--- config.mk ---
export PLATFORM = sky130hd
export DESIGN_NAME = sio_top
export DESIGN_NICKNAME = d
export VERILOG_FILES = /design/src/hdl/sio_pkg.sv /design/src/hdl/sio_top.sv
export SDC_FILE = /design/constraint.sdc
export NUM_CORES = 2
export LEC_CHECK = 0
export BUFFER_PORTS_ARGS = -buffer_cell sky130_fd_sc_hd__buf_4
export CAP_MARGIN = 20
export CORE_ASPECT_RATIO = 0.7
export CORE_MARGIN = 4
export CORE_UTILIZATION = 57
export CTS_CLUSTER_SIZE = 28
export DETAILED_ROUTE_END_ITERATION = 6
export PLACE_DENSITY = 0.78
export SETUP_SLACK_MARGIN = 0.5
export SYNTH_ARGS = -nofsm -noshare
export SYNTH_HDL_FRONTEND = slang
export SYNTH_SLANG_ARGS = --single-unit
export TNS_END_PERCENT = 10
--- constraint.sdc ---
create_clock -name pclk -period 3.2 [get_ports pclk]
set_input_delay 0.32 -clock pclk [delete_from_list [all_inputs] [get_ports pclk]]
set_output_delay 0.32 -clock pclk [all_outputs]
set_load 0.02 [all_outputs]
--- src/hdl/sio_pkg.sv ---
// Constants, register map and carrier types for the scheme I/O indication block
// Overview of operation
// - One filter bit per opto-input; one applies half-cycle filter, zero bypasses it.
// - One characteristic setting for all inputs; default 80% pick-up, 60% drop-off.
// - Global nominal voltage setting; custom exposes a per-input voltage range.
// - Each output relay conditioner can latch, delay pick-up or delay drop-off.
// - Programmable layer has eight-input gates and delay or conditioning timers.
// - Programmable logic re-evaluates every gate when any input changed or a gate mask was written.
// - Four groups keep reference, download time and identifier: ten cells each.
// - Trip indicator lights on trip, holds until fault record cleared unless self-reset.
// - Alarm indicator flashes while unacknowledged, steady once accepted, off when cleared.
// - Out-of-service indicator is on while protection is unavailable.
// - Healthy indicator on while unit works, off on self-test error.
// - Watchdog contacts follow the healthy indicator at all times.
// - Trip indicator resets by front-panel clear or by a reset logic input.
// - A system function link bit enables trip indicator self-reset when one.
// - Self-reset clears trip after pole-dead low three seconds with start inactive.
// - Start active after breaker closes inhibits automatic trip indicator reset.
package sio_pkg;
  localparam int unsigned N_OPTO     = 8;
  localparam int unsigned N_RELAY    = 8;
  localparam int unsigned N_GROUPS   = 4;
  localparam int unsigned REF_CHARS  = 32;
  localparam int unsigned CLK_MHZ    = 200;
  localparam int unsigned QUAL_S     = 3;
  localparam int unsigned QUAL_CYC   = QUAL_S * CLK_MHZ * 1000000;
  localparam int unsigned FLASH_MS   = 500;
  localparam int unsigned FLASH_CYC  = FLASH_MS * CLK_MHZ * 1000;
  localparam int unsigned HALF_MS    = 10;
  localparam int unsigned FILT_CYC   = HALF_MS * CLK_MHZ * 1000;
  localparam int unsigned RLY_DLY_CYC = 1000000;

  // Register byte offsets
  localparam logic [11:0] A_CTRL     = 12'h000;
  localparam logic [11:0] A_FILTER   = 12'h004;
  localparam logic [11:0] A_OPTOCFG  = 12'h008;
  localparam logic [11:0] A_OPTOIN   = 12'h00C;
  localparam logic [11:0] A_RLYMODE  = 12'h010;
  localparam logic [11:0] A_RLYDLY   = 12'h014;
  localparam logic [11:0] A_GATEAND  = 12'h018;
  localparam logic [11:0] A_GATEOR   = 12'h01C;
  localparam logic [11:0] A_STATUS   = 12'h020;
  localparam logic [11:0] A_IRQSTAT  = 12'h024;
  localparam logic [11:0] A_IRQMASK  = 12'h028;
  localparam logic [11:0] A_OPTOV    = 12'h02C;
  localparam logic [11:0] A_VER_BASE = 12'h100;
  // Version block: per group 8 ref words, 1 time, 1 id -> stride 0x40
  localparam int unsigned VER_STRIDE_SH = 6;
  localparam int unsigned VER_TIME_W    = 8;
  localparam int unsigned VER_ID_W      = 9;

  // Control bit positions
  localparam int unsigned C_SELFRST  = 0;
  localparam int unsigned C_CLRTRIP  = 1;
  localparam int unsigned C_ACKALM   = 2;
  localparam int unsigned C_CLRALM   = 3;
  localparam int unsigned C_CHAR_LSB = 4;
  localparam int unsigned C_NOM_LSB  = 8;

  localparam logic [1:0] CHAR_80_60 = 2'h0;
  localparam logic [2:0] NOM_CUSTOM = 3'h7;
  localparam logic [31:0] FILTER_RST = 32'hFFFF_FFFF;

  typedef enum logic [1:0] {
    SIO_RLY_DIRECT = 2'h0,
    SIO_RLY_LATCH  = 2'h1,
    SIO_RLY_PICKUP = 2'h2,
    SIO_RLY_DROP   = 2'h3
  } sio_rly_mode_t;

  typedef enum logic [2:0] {
    SIO_ALM_OFF    = 3'b001,
    SIO_ALM_FLASH  = 3'b010,
    SIO_ALM_STEADY = 3'b100
  } sio_alm_state_t;

  // Interrupt bits
  localparam int unsigned I_TRIP  = 0;
  localparam int unsigned I_ALARM = 1;
  localparam int unsigned I_UNHL  = 2;
  localparam int unsigned I_OPTO  = 3;

  typedef struct packed {
    logic trip;
    logic alarm_new;
    logic start;
    logic pole_dead;
    logic cb_closed;
    logic prot_unavail;
    logic selftest_err;
    logic clear_key;
    logic reset_input;
  } sio_plant_t;

  typedef struct packed {
    logic trip;
    logic alarm;
    logic oos;
    logic healthy;
  } sio_led_t;
endpackage : sio_pkg

--- src/hdl/sio_top.sv ---
// Opto conditioning, relay conditioners, fixed indicators and APB registers
//
// The register addresses and register access over APB were decided locally.
`timescale 1ns/1ps
module sio_top #(
  parameter int unsigned QUAL_CYCLES  = sio_pkg::QUAL_CYC,
  parameter int unsigned FLASH_CYCLES = sio_pkg::FLASH_CYC,
  parameter int unsigned FILT_CYCLES  = sio_pkg::FILT_CYC,
  parameter int unsigned RLY_CYCLES   = sio_pkg::RLY_DLY_CYC
) (
  // Clock, reset, enable
  input  wire logic                         pclk,
  input  wire logic                         presetn,
  input  wire logic                         clk_en,
  // APB slave
  input  wire logic                         psel,
  input  wire logic                         penable,
  input  wire logic                         pwrite,
  input  wire logic [11:0]                  paddr,
  input  wire logic [31:0]                  pwdata,
  output logic      [31:0]                  prdata,
  output logic                              pready,
  output logic                              pslverr,
  // Plant and panel
  input  wire logic [sio_pkg::N_OPTO-1:0]   opto_in,
  input  wire sio_pkg::sio_plant_t          plant,
  // Outputs
  output logic [sio_pkg::N_RELAY-1:0]       relay_out,
  output sio_pkg::sio_led_t                 led,
  output logic                              watchdog,
  output logic                              irq
);
  import sio_pkg::*;

  localparam int unsigned NV = N_GROUPS * (8 + 2);

  typedef struct packed {
    logic [N_OPTO-1:0]   s1, s2, s3;
    logic [N_OPTO-1:0]   opto;
    logic [N_OPTO-1:0]   opto_prev;
    logic [N_OPTO-1:0][31:0] fcnt;
    logic [31:0]         ctrl;
    logic [31:0]         filter;
    logic [31:0]         optov;
    logic [15:0]         rly_mode;
    logic [31:0]         rly_dly;
    logic [N_RELAY-1:0][N_OPTO-1:0] gand;
    logic [N_RELAY-1:0][N_OPTO-1:0] gor;
    logic [N_RELAY-1:0]  gate_q;
    logic                recalc;
    logic [N_RELAY-1:0]  rly;
    logic [N_RELAY-1:0][31:0] rcnt;
    logic [8:0]          pl1, pl2, pl3;
    logic [8:0]          pl_acc;
    logic                trip_led;
    sio_alm_state_t      alm;
    logic [31:0]         fcount;
    logic                blink;
    logic                alarm_led;
    logic [31:0]         qcount;
    logic                reclosed;
    logic                inhibit;
    logic [3:0]          ist;
    logic [3:0]          imask;
    logic                led_oos, led_ok, wd;
    logic                irq;
    logic [31:0]         rdata;
    logic                ready, slverr;
  } sio_state_t;

  sio_state_t q, d;
  logic [31:0] ver_mem [NV];
  sio_plant_t  pl;
  logic        wr_acc, rd_acc;
  logic [31:0] rd_mux;
  logic        rd_ok;
  logic [5:0]  vidx;
  logic [3:0]  vslot;

  assign wr_acc = psel & penable & pwrite & ~q.ready;
  assign rd_acc = psel & penable & ~pwrite & ~q.ready;
  assign vslot  = paddr[5:2];
  assign vidx   = 6'(paddr[7:6] * 10 + vslot);

  // Version records: reference words, time, identifier per group
  always_ff @(posedge pclk) begin
    if (clk_en && wr_acc && paddr[11:8] == A_VER_BASE[11:8] && vslot < 4'd10) begin
      ver_mem[vidx] <= pwdata;
    end
  end

  always_comb begin
    rd_ok  = 1'b1;
    rd_mux = 32'h0000_0000;
    if (paddr[11:8] == A_VER_BASE[11:8]) begin
      rd_ok = (vslot < 4'd10);
      if (rd_ok) begin
        rd_mux = ver_mem[vidx];
      end
    end else begin
      unique case (paddr)
        A_CTRL:    rd_mux = q.ctrl;
        A_FILTER:  rd_mux = q.filter;
        A_OPTOCFG: rd_mux = {29'h0, q.ctrl[C_NOM_LSB+:3]};
        A_OPTOIN:  rd_mux = 32'(q.opto);
        A_RLYMODE: rd_mux = {16'h0, q.rly_mode};
        A_RLYDLY:  rd_mux = q.rly_dly;
        A_GATEAND: rd_mux = 32'(q.gand[0]);
        A_GATEOR:  rd_mux = 32'(q.gor[0]);
        A_STATUS:  rd_mux = {24'h0, q.rly[3:0], q.trip_led, q.alm == SIO_ALM_FLASH,
                             q.led_oos, q.led_ok};
        A_IRQSTAT: rd_mux = {28'h0, q.ist};
        A_IRQMASK: rd_mux = {28'h0, q.imask};
        A_OPTOV:   rd_mux = q.optov;
        default:   rd_ok  = 1'b0;
      endcase
    end
  end

  always_comb begin
    logic [3:0] ev;
    logic       clr_trip;
    logic       any_rly_cfg;
    d  = q;
    ev = 4'h0;
    any_rly_cfg = 1'b0;
    clr_trip = 1'b0;
    pl = sio_plant_t'(q.pl_acc);
    // Three-stage pin sampling; change counts when stages 2 and 3 agree
    d.s1 = opto_in;
    d.s2 = q.s1;
    d.s3 = q.s2;
    d.pl1 = plant;
    d.pl2 = q.pl1;
    d.pl3 = q.pl2;
    // First stage feeds only the second; accept once stages 2 and 3 agree
    if (q.pl2 == q.pl3) begin
      d.pl_acc = q.pl3;
    end
    for (int i = 0; i < N_OPTO; i++) begin
      if (q.s2[i] != q.s3[i] || q.s3[i] == q.opto[i]) begin
        d.fcnt[i] = 32'h0000_0000;
      end else if (!q.filter[i]) begin
        d.opto[i] = q.s3[i];
      end else if (q.fcnt[i] >= FILT_CYCLES - 1) begin
        d.opto[i] = q.s3[i];
        d.fcnt[i] = 32'h0000_0000;
      end else begin
        d.fcnt[i] = q.fcnt[i] + 32'h0000_0001;
      end
    end
    d.opto_prev = q.opto;
    if (q.opto != q.opto_prev) begin
      ev[I_OPTO] = 1'b1;
    end
    // Gates: AND over selected inputs, OR over selected inputs; recomputed on change
    for (int r = 0; r < N_RELAY; r++) begin
      if (q.opto != q.opto_prev || q.recalc) begin
        d.gate_q[r] = (((q.opto & q.gand[r]) == q.gand[r]) && q.gand[r] != '0)
                      || |(q.opto & q.gor[r]);
      end
    end
    // Relay conditioners
    for (int r = 0; r < N_RELAY; r++) begin
      unique case (sio_rly_mode_t'(q.rly_mode[2*r+:2]))
        SIO_RLY_DIRECT: d.rly[r] = q.gate_q[r];
        SIO_RLY_LATCH:  d.rly[r] = q.rly[r] | q.gate_q[r];
        SIO_RLY_PICKUP, SIO_RLY_DROP: begin
          if (q.gate_q[r] == q.rly[r]) begin
            d.rcnt[r] = 32'h0000_0000;
          end else if ((q.gate_q[r] ^ (q.rly_mode[2*r+:2] == SIO_RLY_PICKUP))
                       || q.rcnt[r] >= q.rly_dly) begin
            d.rly[r]  = q.gate_q[r];
            d.rcnt[r] = 32'h0000_0000;
          end else begin
            d.rcnt[r] = q.rcnt[r] + 32'h0000_0001;
          end
        end
      endcase
    end
    // Flash tick
    if (q.fcount >= FLASH_CYCLES - 1) begin
      d.fcount = 32'h0000_0000;
      d.blink  = ~q.blink;
    end else begin
      d.fcount = q.fcount + 32'h0000_0001;
    end
    // Trip indicator
    clr_trip = pl.clear_key | pl.reset_input | q.ctrl[C_CLRTRIP];
    if (!pl.cb_closed) begin
      d.reclosed = 1'b0;
      d.inhibit  = 1'b0;
    end else begin
      d.reclosed = q.trip_led;
      // Inhibit lasts only while start stands; qualifier restarts after it
      d.inhibit  = pl.start;
    end
    if (q.ctrl[C_SELFRST] && q.reclosed && !pl.pole_dead && !pl.start && !q.inhibit) begin
      d.qcount = q.qcount + 32'h0000_0001;
    end else begin
      d.qcount = 32'h0000_0000;
    end
    if (pl.trip) begin
      d.trip_led = 1'b1;
      if (!q.trip_led) begin
        ev[I_TRIP] = 1'b1;
      end
    end else if (clr_trip) begin
      d.trip_led = 1'b0;
    end else if (q.qcount >= QUAL_CYCLES - 1 && q.ctrl[C_SELFRST]) begin
      d.trip_led = 1'b0;
      d.qcount   = 32'h0000_0000;
    end
    // Alarm indicator
    unique case (q.alm)
      SIO_ALM_OFF: begin
        if (pl.alarm_new) begin
          d.alm = SIO_ALM_FLASH;
          ev[I_ALARM] = 1'b1;
        end
      end
      SIO_ALM_FLASH: begin
        if (q.ctrl[C_CLRALM]) begin
          d.alm = SIO_ALM_OFF;
        end else if (q.ctrl[C_ACKALM] && !pl.alarm_new) begin
          d.alm = SIO_ALM_STEADY;
        end
      end
      SIO_ALM_STEADY: begin
        if (pl.alarm_new) begin
          d.alm = SIO_ALM_FLASH;
          ev[I_ALARM] = 1'b1;
        end else if (q.ctrl[C_CLRALM]) begin
          d.alm = SIO_ALM_OFF;
        end
      end
      default: d.alm = SIO_ALM_OFF;
    endcase
    // Registered so the pin carries no gate after the flop
    d.alarm_led = (d.alm == SIO_ALM_STEADY) | ((d.alm == SIO_ALM_FLASH) & d.blink);
    d.ctrl[C_CLRTRIP] = 1'b0;
    d.ctrl[C_ACKALM]  = 1'b0;
    d.ctrl[C_CLRALM]  = 1'b0;
    d.led_oos = pl.prot_unavail;
    d.led_ok  = ~pl.selftest_err;
    d.wd      = ~pl.selftest_err;
    if (q.led_ok && pl.selftest_err) begin
      ev[I_UNHL] = 1'b1;
    end
    // APB slave, one wait state
    d.ready  = 1'b0;
    d.slverr = 1'b0;
    if (psel && penable && !q.ready) begin
      d.ready  = 1'b1;
      d.slverr = ~rd_ok;
      d.rdata  = pwrite ? 32'h0000_0000 : rd_mux;
      if (rd_acc && paddr == A_IRQSTAT) begin
        d.ist = 4'h0;
      end
      if (wr_acc) begin
        unique case (paddr)
          A_CTRL:    d.ctrl = pwdata;
          A_FILTER:  d.filter = pwdata;
          A_OPTOV:   d.optov = pwdata;
          A_RLYMODE: d.rly_mode = pwdata[15:0];
          A_RLYDLY:  d.rly_dly = pwdata;
          A_GATEAND: d.gand = {N_RELAY{pwdata[N_OPTO-1:0]}};
          A_GATEOR:  d.gor  = {N_RELAY{pwdata[N_OPTO-1:0]}};
          A_IRQMASK: d.imask = pwdata[3:0];
          default: ;
        endcase
        if (paddr == A_OPTOCFG) begin
          d.ctrl[C_NOM_LSB+:3] = pwdata[2:0];
        end
        any_rly_cfg = (paddr == A_GATEAND || paddr == A_GATEOR);
      end
    end
    // New gate masks: re-evaluate next cycle even without an input change
    d.recalc = any_rly_cfg;
    d.ist = d.ist | ev; // set wins over read clear
    d.irq = |(d.ist & q.imask);
  end

  always_ff @(posedge pclk or negedge presetn) begin
    if (!presetn) begin
      q        <= '0;
      q.filter <= FILTER_RST;
      q.alm    <= SIO_ALM_OFF;
      q.rly_dly <= RLY_CYCLES;
    end else if (clk_en) begin
      q <= d;
    end
  end

  assign prdata      = q.rdata;
  assign pready      = q.ready;
  assign pslverr     = q.slverr;
  assign relay_out   = q.rly;
  assign led.trip    = q.trip_led;
  assign led.alarm   = q.alarm_led;
  assign led.oos     = q.led_oos;
  assign led.healthy = q.led_ok;
  assign watchdog    = q.wd;
  assign irq         = q.irq;
endmodule : sio_top

# [Yosys cells after proc, flatten, opt, wreduce, memory -nomap -nowiden]
# Memories as Yosys holds them, arrays and structs flattened.
# Index checks and enable logic that the tools add are counted.
# W data, S select, Z words.
[classes] n_reduce_logical=115 addsub=19 mux=127 n_eq_ne=92 bitwise_logic=42 magnitude_cmp=19 n_mul=1
[ops] cell="$mux W32" n=51
[ops] cell="$add A32 B1 Y32 const B" n=18
[ops] cell="$mux W244" n=2
[ops] cell="$pmux W32 S12" n=1
[ops] cell="$ge A32 B21 Y1 const B" n=8
[ops] cell="$ge A32 B32 Y1" n=8
[ops] cell="$mux W64" n=2
[ops] cell="$eq A12 B5 Y1 const B" n=4
[ops] cell="$eq A12 B6 Y1 const B" n=4
[ops] cell="$mux W1" n=48
[ops] cell="$reduce_and A3 Y1" n=16
[ops] cell="$reduce_and A2 Y1" n=20
[ops] cell="$reduce_and A4 Y1" n=9
[ops] cell="$eq A2 B2 Y1 const B" n=16
[ops] cell="$ge A32 B27 Y1 const B" n=1
[ops] cell="$ge A32 B30 Y1 const B" n=1
[ops] cell="$ne A2 B2 Y1 const B" n=16
[ops] cell="$eq A12 B4 Y1 const B" n=2
[ops] cell="$pmux W1 S3" n=8
[ops] cell="$logic_or A1 B1 Y1" n=19
[ops] cell="$mux W3" n=6
[ops] cell="$reduce_bool A2 Y1" n=9
[ops] cell="$reduce_or A2 Y1" n=9
[ops] cell="$and A8 B8 Y8" n=2
[ops] cell="36 further kinds" n=135
[word_totals] out_inout_bits=48 in_bits=67 n_memories=1 ramBits=1280 register_bits=875 elab_cells=483
[memory_table] name="ver_mem" depth=40 width=32 read_ports=1 rd_ports_with_merged_regs=0 write_ports=1 line_no="sio_top.sv:72" rtl="logic [31:0] ver_mem [NV];"

# [Longest topological paths before layout]
[depth] ltp_word=9 mapped_depth=12 depth_no_buf=9

# [Worst setup path before layout]
# Ideal clock, no wire load.
[synth_timing] path_type="input port to flip-flop" startpoint="in paddr[3]" endpoint="mem ver_mem[28][0], enable pin" setup_time_ps=421 arrival_ps=3909 path_buffers=4 setup_slack_ps=-1130 stages=9 t_required_ps=2779 path_cell_list="ha_1 -> fa_1 -> buf_2 -> clkbuf_1 -> clkbuf_1 -> buf_1 -> nor2b_1 -> nand2_1 -> nor2_1"
[synth_between] elab_chain_cells=4 elab_cells_between_ends=5 classes_between="1 x add/sub; 1 x order compare; 2 x mux; 1 x reduce/logical"
[synth_lines] element="from (decl)" line_no="sio_top.sv:19" rtl="input wire logic [11:0] paddr,"
[synth_lines] element="$lt A4 B4 Y1" line_no="sio_top.sv:87" rtl="if (clk_en && wr_acc && paddr[11:8] == A_VER_BASE[11:8] && vslot < 4'd10) begin"
[synth_lines] element="$logic_and A1 B1 Y1" line_no="sio_top.sv:87"
[synth_lines] element="$mux W1" line_no="sio_top.sv:87"
[synth_lines] element="$mux W1 (implied by the code)" line_no="sio_top.sv:88" rtl="ver_mem[vidx] <= pwdata;"
[synth_lines] element="to (decl)" line_no="sio_top.sv:72"
# Several ways; a longest one is shown, not always the timed one.

# [Final worst setup path]
[layout_timing] startpoint="reg q[572] in the netlist's numbering" endpoint="reg q[292] in the netlist's numbering"
[layout_between] elab_chain_cells=4
[layout_lines] element="from (decl)" line_no="sio_top.sv:71" rtl="sio_state_t q, d;"
[layout_lines] element="$ge A32 B32 Y1" line_no="sio_top.sv:172" rtl="|| q.rcnt[r] >= q.rly_dly) begin"
[layout_lines] element="$logic_or A1 B1 Y1" line_no="sio_top.sv:172"
[layout_lines] element="$mux W32" line_no="sio_top.sv:171" rtl="end else if ((q.gate_q[r] ^ (q.rly_mode[2*r+:2] == SIO_RLY_PICKUP))"
[layout_lines] element="$mux W32" line_no="sio_top.sv:169" rtl="if (q.gate_q[r] == q.rly[r]) begin"
# Every way passes these cells.
# A chain may end at the register's enable or synchronous reset.

==> results_dict.tcl <==
set metrics [dict create \
    design.die.area_sq_um 180000 \
    cts_sinks 2155 \
    synth_warnings 0 \
    pwr-share-clk 0.386 \
    cp.arrival_ps 3750 \
    vias_per_cell 6.69 \
    firstDrtPassIters 7 \
    vias 69644 \
    post-route-util 0.677 \
    netlist_instances 7400 \
    holdCritPathClass "in -> reg" \
    row_count 127 \
    grt_usage 0.309 \
    fmax_mhz 332 \
    maxSlewViolCount 0 \
    setup_tns_ps 0 \
    swShare 0.258 \
    grt_pass1_wl_microns 426000 \
    initial_core_util 0.575 \
    critPathCaptureType "flip-flop" \
    area_delta_synth_final_pct 17.7 \
    p_leak_nw 45.0 \
    gr-total-overflow 0 \
    p_comb_frac 0.140 \
    cts_buffer_depth 3 \
    multi_input_area_sq_um 37800 \
    synth_flop_cell "edfxtp_1" \
    cp.required_ps 3940 \
    maxSlewHeadroom 0.178 \
    power.switching_mw 16.6 \
    die_w_microns 506 \
    synth_cell_types 95 \
    stdcell_area_sq_um 116000 \
    crit_fanout 5 \
    gp_congestion 0.936 \
    stdcell_count 10408 \
    die_h_microns 357 \
    clk_pin_slew_ps 70 \
    critPathKind "reg -> reg" \
    rsz0062_at_grt "true" \
    fin_crit_ps 3020 \
    syn-cell-area_sq_um 98900 \
    async_flop_share 0.406 \
    regArea_sq_um 60400 \
    syn_area_per_cell_sq_um 13.4 \
    ant_nets 0 \
    setup_viol 0 \
    core-area_sq_um 172000 \
    fin_crit_sh 0.942 \
    cp-start-kind "flip-flop" \
    dp_hpwl_microns 178000 \
    status "finished, violations left" \
    routedWlPerCell_microns 27.2 \
    synth-edff-count 1280 \
    powerDensity_nw_per_um2 550 \
    nFillCells 11420 \
    power_mw 64.1 \
    first_global_vias 67818 \
    antenna_found_initial 10 \
    postLayoutSetupSlackWorst_ps 184 \
    ys_seq_area_frac 0.610 \
    hold_viol_final 0 \
    nets 8266 \
    fin_skew_ps 46.4 \
    seqPwrFrac 0.473 \
    cts_max_level 4 \
    grt_start_max_net_pins 90 \
    violations "DRC" \
    cts_buffers 196 \
    cap_violations 0 \
    io-pin-count 115 \
    clk_latency_ps 860 \
    peakVddDrop_mv 0.627 \
    cts-root-buf "clkbuf_16" \
    place_ws_ps -119 \
    wl_microns 283000 \
    tritoncts "yes" \
    synth-seq-cells 2155 \
    worst_hold_slack_ps 46.5 \
    first_iter_violations 9070 \
    internal-power_mw 47.5 \
    placed_area_sq_um 107000 \
    synth_nets 7753 \
    drc 6 \
    portBuffers 114 \
    drive_above_1_share 0.228 \
    post-place-cells 9897 \
    tightest_slew_ps 1230 \
]
==> power groups by stage <==
stage / Clock, mW / Sequential [mW] / Combinational, mW
4_1_cts: 25.0 / 30.3 / 7.89
5_1_grt: 26.3 / 30.3 / 9.48
3_3_place_gp: 0 / 30.8 / 7.03
3_5_place_dp: 0 / 30.9 / 7.29
2_1_floorplan: 0 / 30.7 / 4.47
6_report: 24.8 / 30.3 / 8.98
==> synth_stat cells (all sizes together) (22+ instances only) <==
master | number | area (sq um)
nand2b | 37 | 231
a221oi | 28 | 245
dfstp | 40 | 1050
edfxtp | 1280 | 38400
and3 | 105 | 657
mux2 | 193 | 2170
buf | 189 | 1050
xnor2 | 64 | 561
mux4 | 333 | 7500
nand4 | 146 | 920
and2 | 102 | 638
nor2b | 54 | 338
a21oi | 270 | 1360
o21ai | 396 | 1980
dfrtp | 835 | 20900
or3 | 34 | 218
o31ai | 36 | 270
and4 | 34 | 298
a21o | 87 | 653
xor2 | 85 | 744
a211oi | 27 | 230
clkbuf | 184 | 693
mux2i | 208 | 2080
a31o | 22 | 193
nand3 | 330 | 1650
nand2 | 514 | 1930
a31oi | 79 | 494
a22o | 104 | 912
nor2 | 496 | 1860
nor4 | 67 | 474
o211ai | 30 | 230
inv | 221 | 830
o22ai | 59 | 369
ha | 285 | 3570
a22oi | 88 | 661
nor3 | 121 | 663
==> repair_timing <==
action                      CTS  global route
gates resized for setup     144           238
setup endpoints to repair   780          1408
gates cloned                  8            11
hold endpoints to repair   1310             0
hold buffers                 53             0
pin swaps                    93           124
setup buffers                33            32
==> logic make-up (layout without fill, tap and decap cells) <==
family / count (synthesis) / after routing / synth area share
buffers and inverters: 594 / 1272 / 0.0260
adders and majority gates: 286 / 286 / 0.0362
xor gates and xnor gates: 149 / 149 / 0.0132
other: 0 / 7 / 0
muxes: 734 / 734 / 0.119
DFF: 2155 / 2155 / 0.610
and+or+nand+nor: 2109 / 2109 / 0.105
AOI/OAI and AO/OA: 1373 / 1374 / 0.0902
==> placed cells by master (no fill, tap or decap), types with 53 or more instances in the layout <==
master	count
and2_1	95
a22o_1	103
dfrtp_1	834
mux4_2	333
xnor2_1	64
nand4_1	145
nor3_1	100
a22oi_1	87
mux2i_1	208
edfxtp_1	1280
nand3_1	319
dlygate4sd3_1	53
xor2_1	84
a31oi_1	69
clkbuf_16	201
nor4_1	58
and3_1	105
ha_1	259
buf_12	159
inv_1	210
nand2_1	496
nor2_4	56
nor2_1	424
a21oi_1	244
buf_4	404
mux2_2	193
a21o_1	86
o21ai_0	337
==> final cells by class <==
type / count / share of cell area
multi-input cells: 4652 / 0.325
inverters: 221 / 0.00742
well taps: 2322 / 0.0250
flip-flops and latches: 2155 / 0.519
clock inverters: 99 / 0.0115
clock buffers: 265 / 0.0466
repair buffers: 687 / 0.0659
diodes: 7 / 0.000150
==> state kept, by name, indices dropped and copies added, names as in the netlist <==
signal,count
led,3
prdata,32
ver_mem,1280
pl,9
pslverr,1
pready,1
d,42
irq,1
relay_out,8
q,777
watchdog,1
==> layer usage <==
| metal | global-route usage | vias up | part of all wire |
|---|---|---|---|
| met5 | 0 | - | 0.00012 |
| met4 | 0.120 | 6 | 0.042 |
| met3 | 0.0742 | 710 | 0.12 |
| met2 | 0.454 | 4459 | 0.44 |
| met1 | 0.451 | 35111 | 0.40 |
| li1 | - | 29358 | - |
==> final timing paths <==
kind                                           end  cells past startpoint  slack (ps)                from
worst max register to register  q[292]$_DFFE_PN0P_                     12         180  q[572]$_DFFE_PN1P_
worst min-delay path            pready$_DFFE_PN0P_                      4          50                psel
max in group asynchronous       q[637]$_DFFE_PN1P_                      3        1960             presetn
min in group asynchronous       q[363]$_DFFE_PN0P_                      2         100             presetn
worst min register to register  q[919]$_DFFE_PN0P_                      1         490  q[919]$_DFFE_PN0P_
worst max-delay path            q[292]$_DFFE_PN0P_                     12         180  q[572]$_DFFE_PN1P_
==> critical path: stages, from the launching register on <==
cell        delay [ps]
dfstp_2            560
clkinvlp_4          90
buf_12             160
buf_12             150
ha_4               260
nand4_1             80
or4_4              530
a21o_4             230
o211ai_4           210
buf_6              160
buf_6              130
o21ai_0             90
a22o_1             240
No activity file was read; power rests on OpenSTA's default activity.
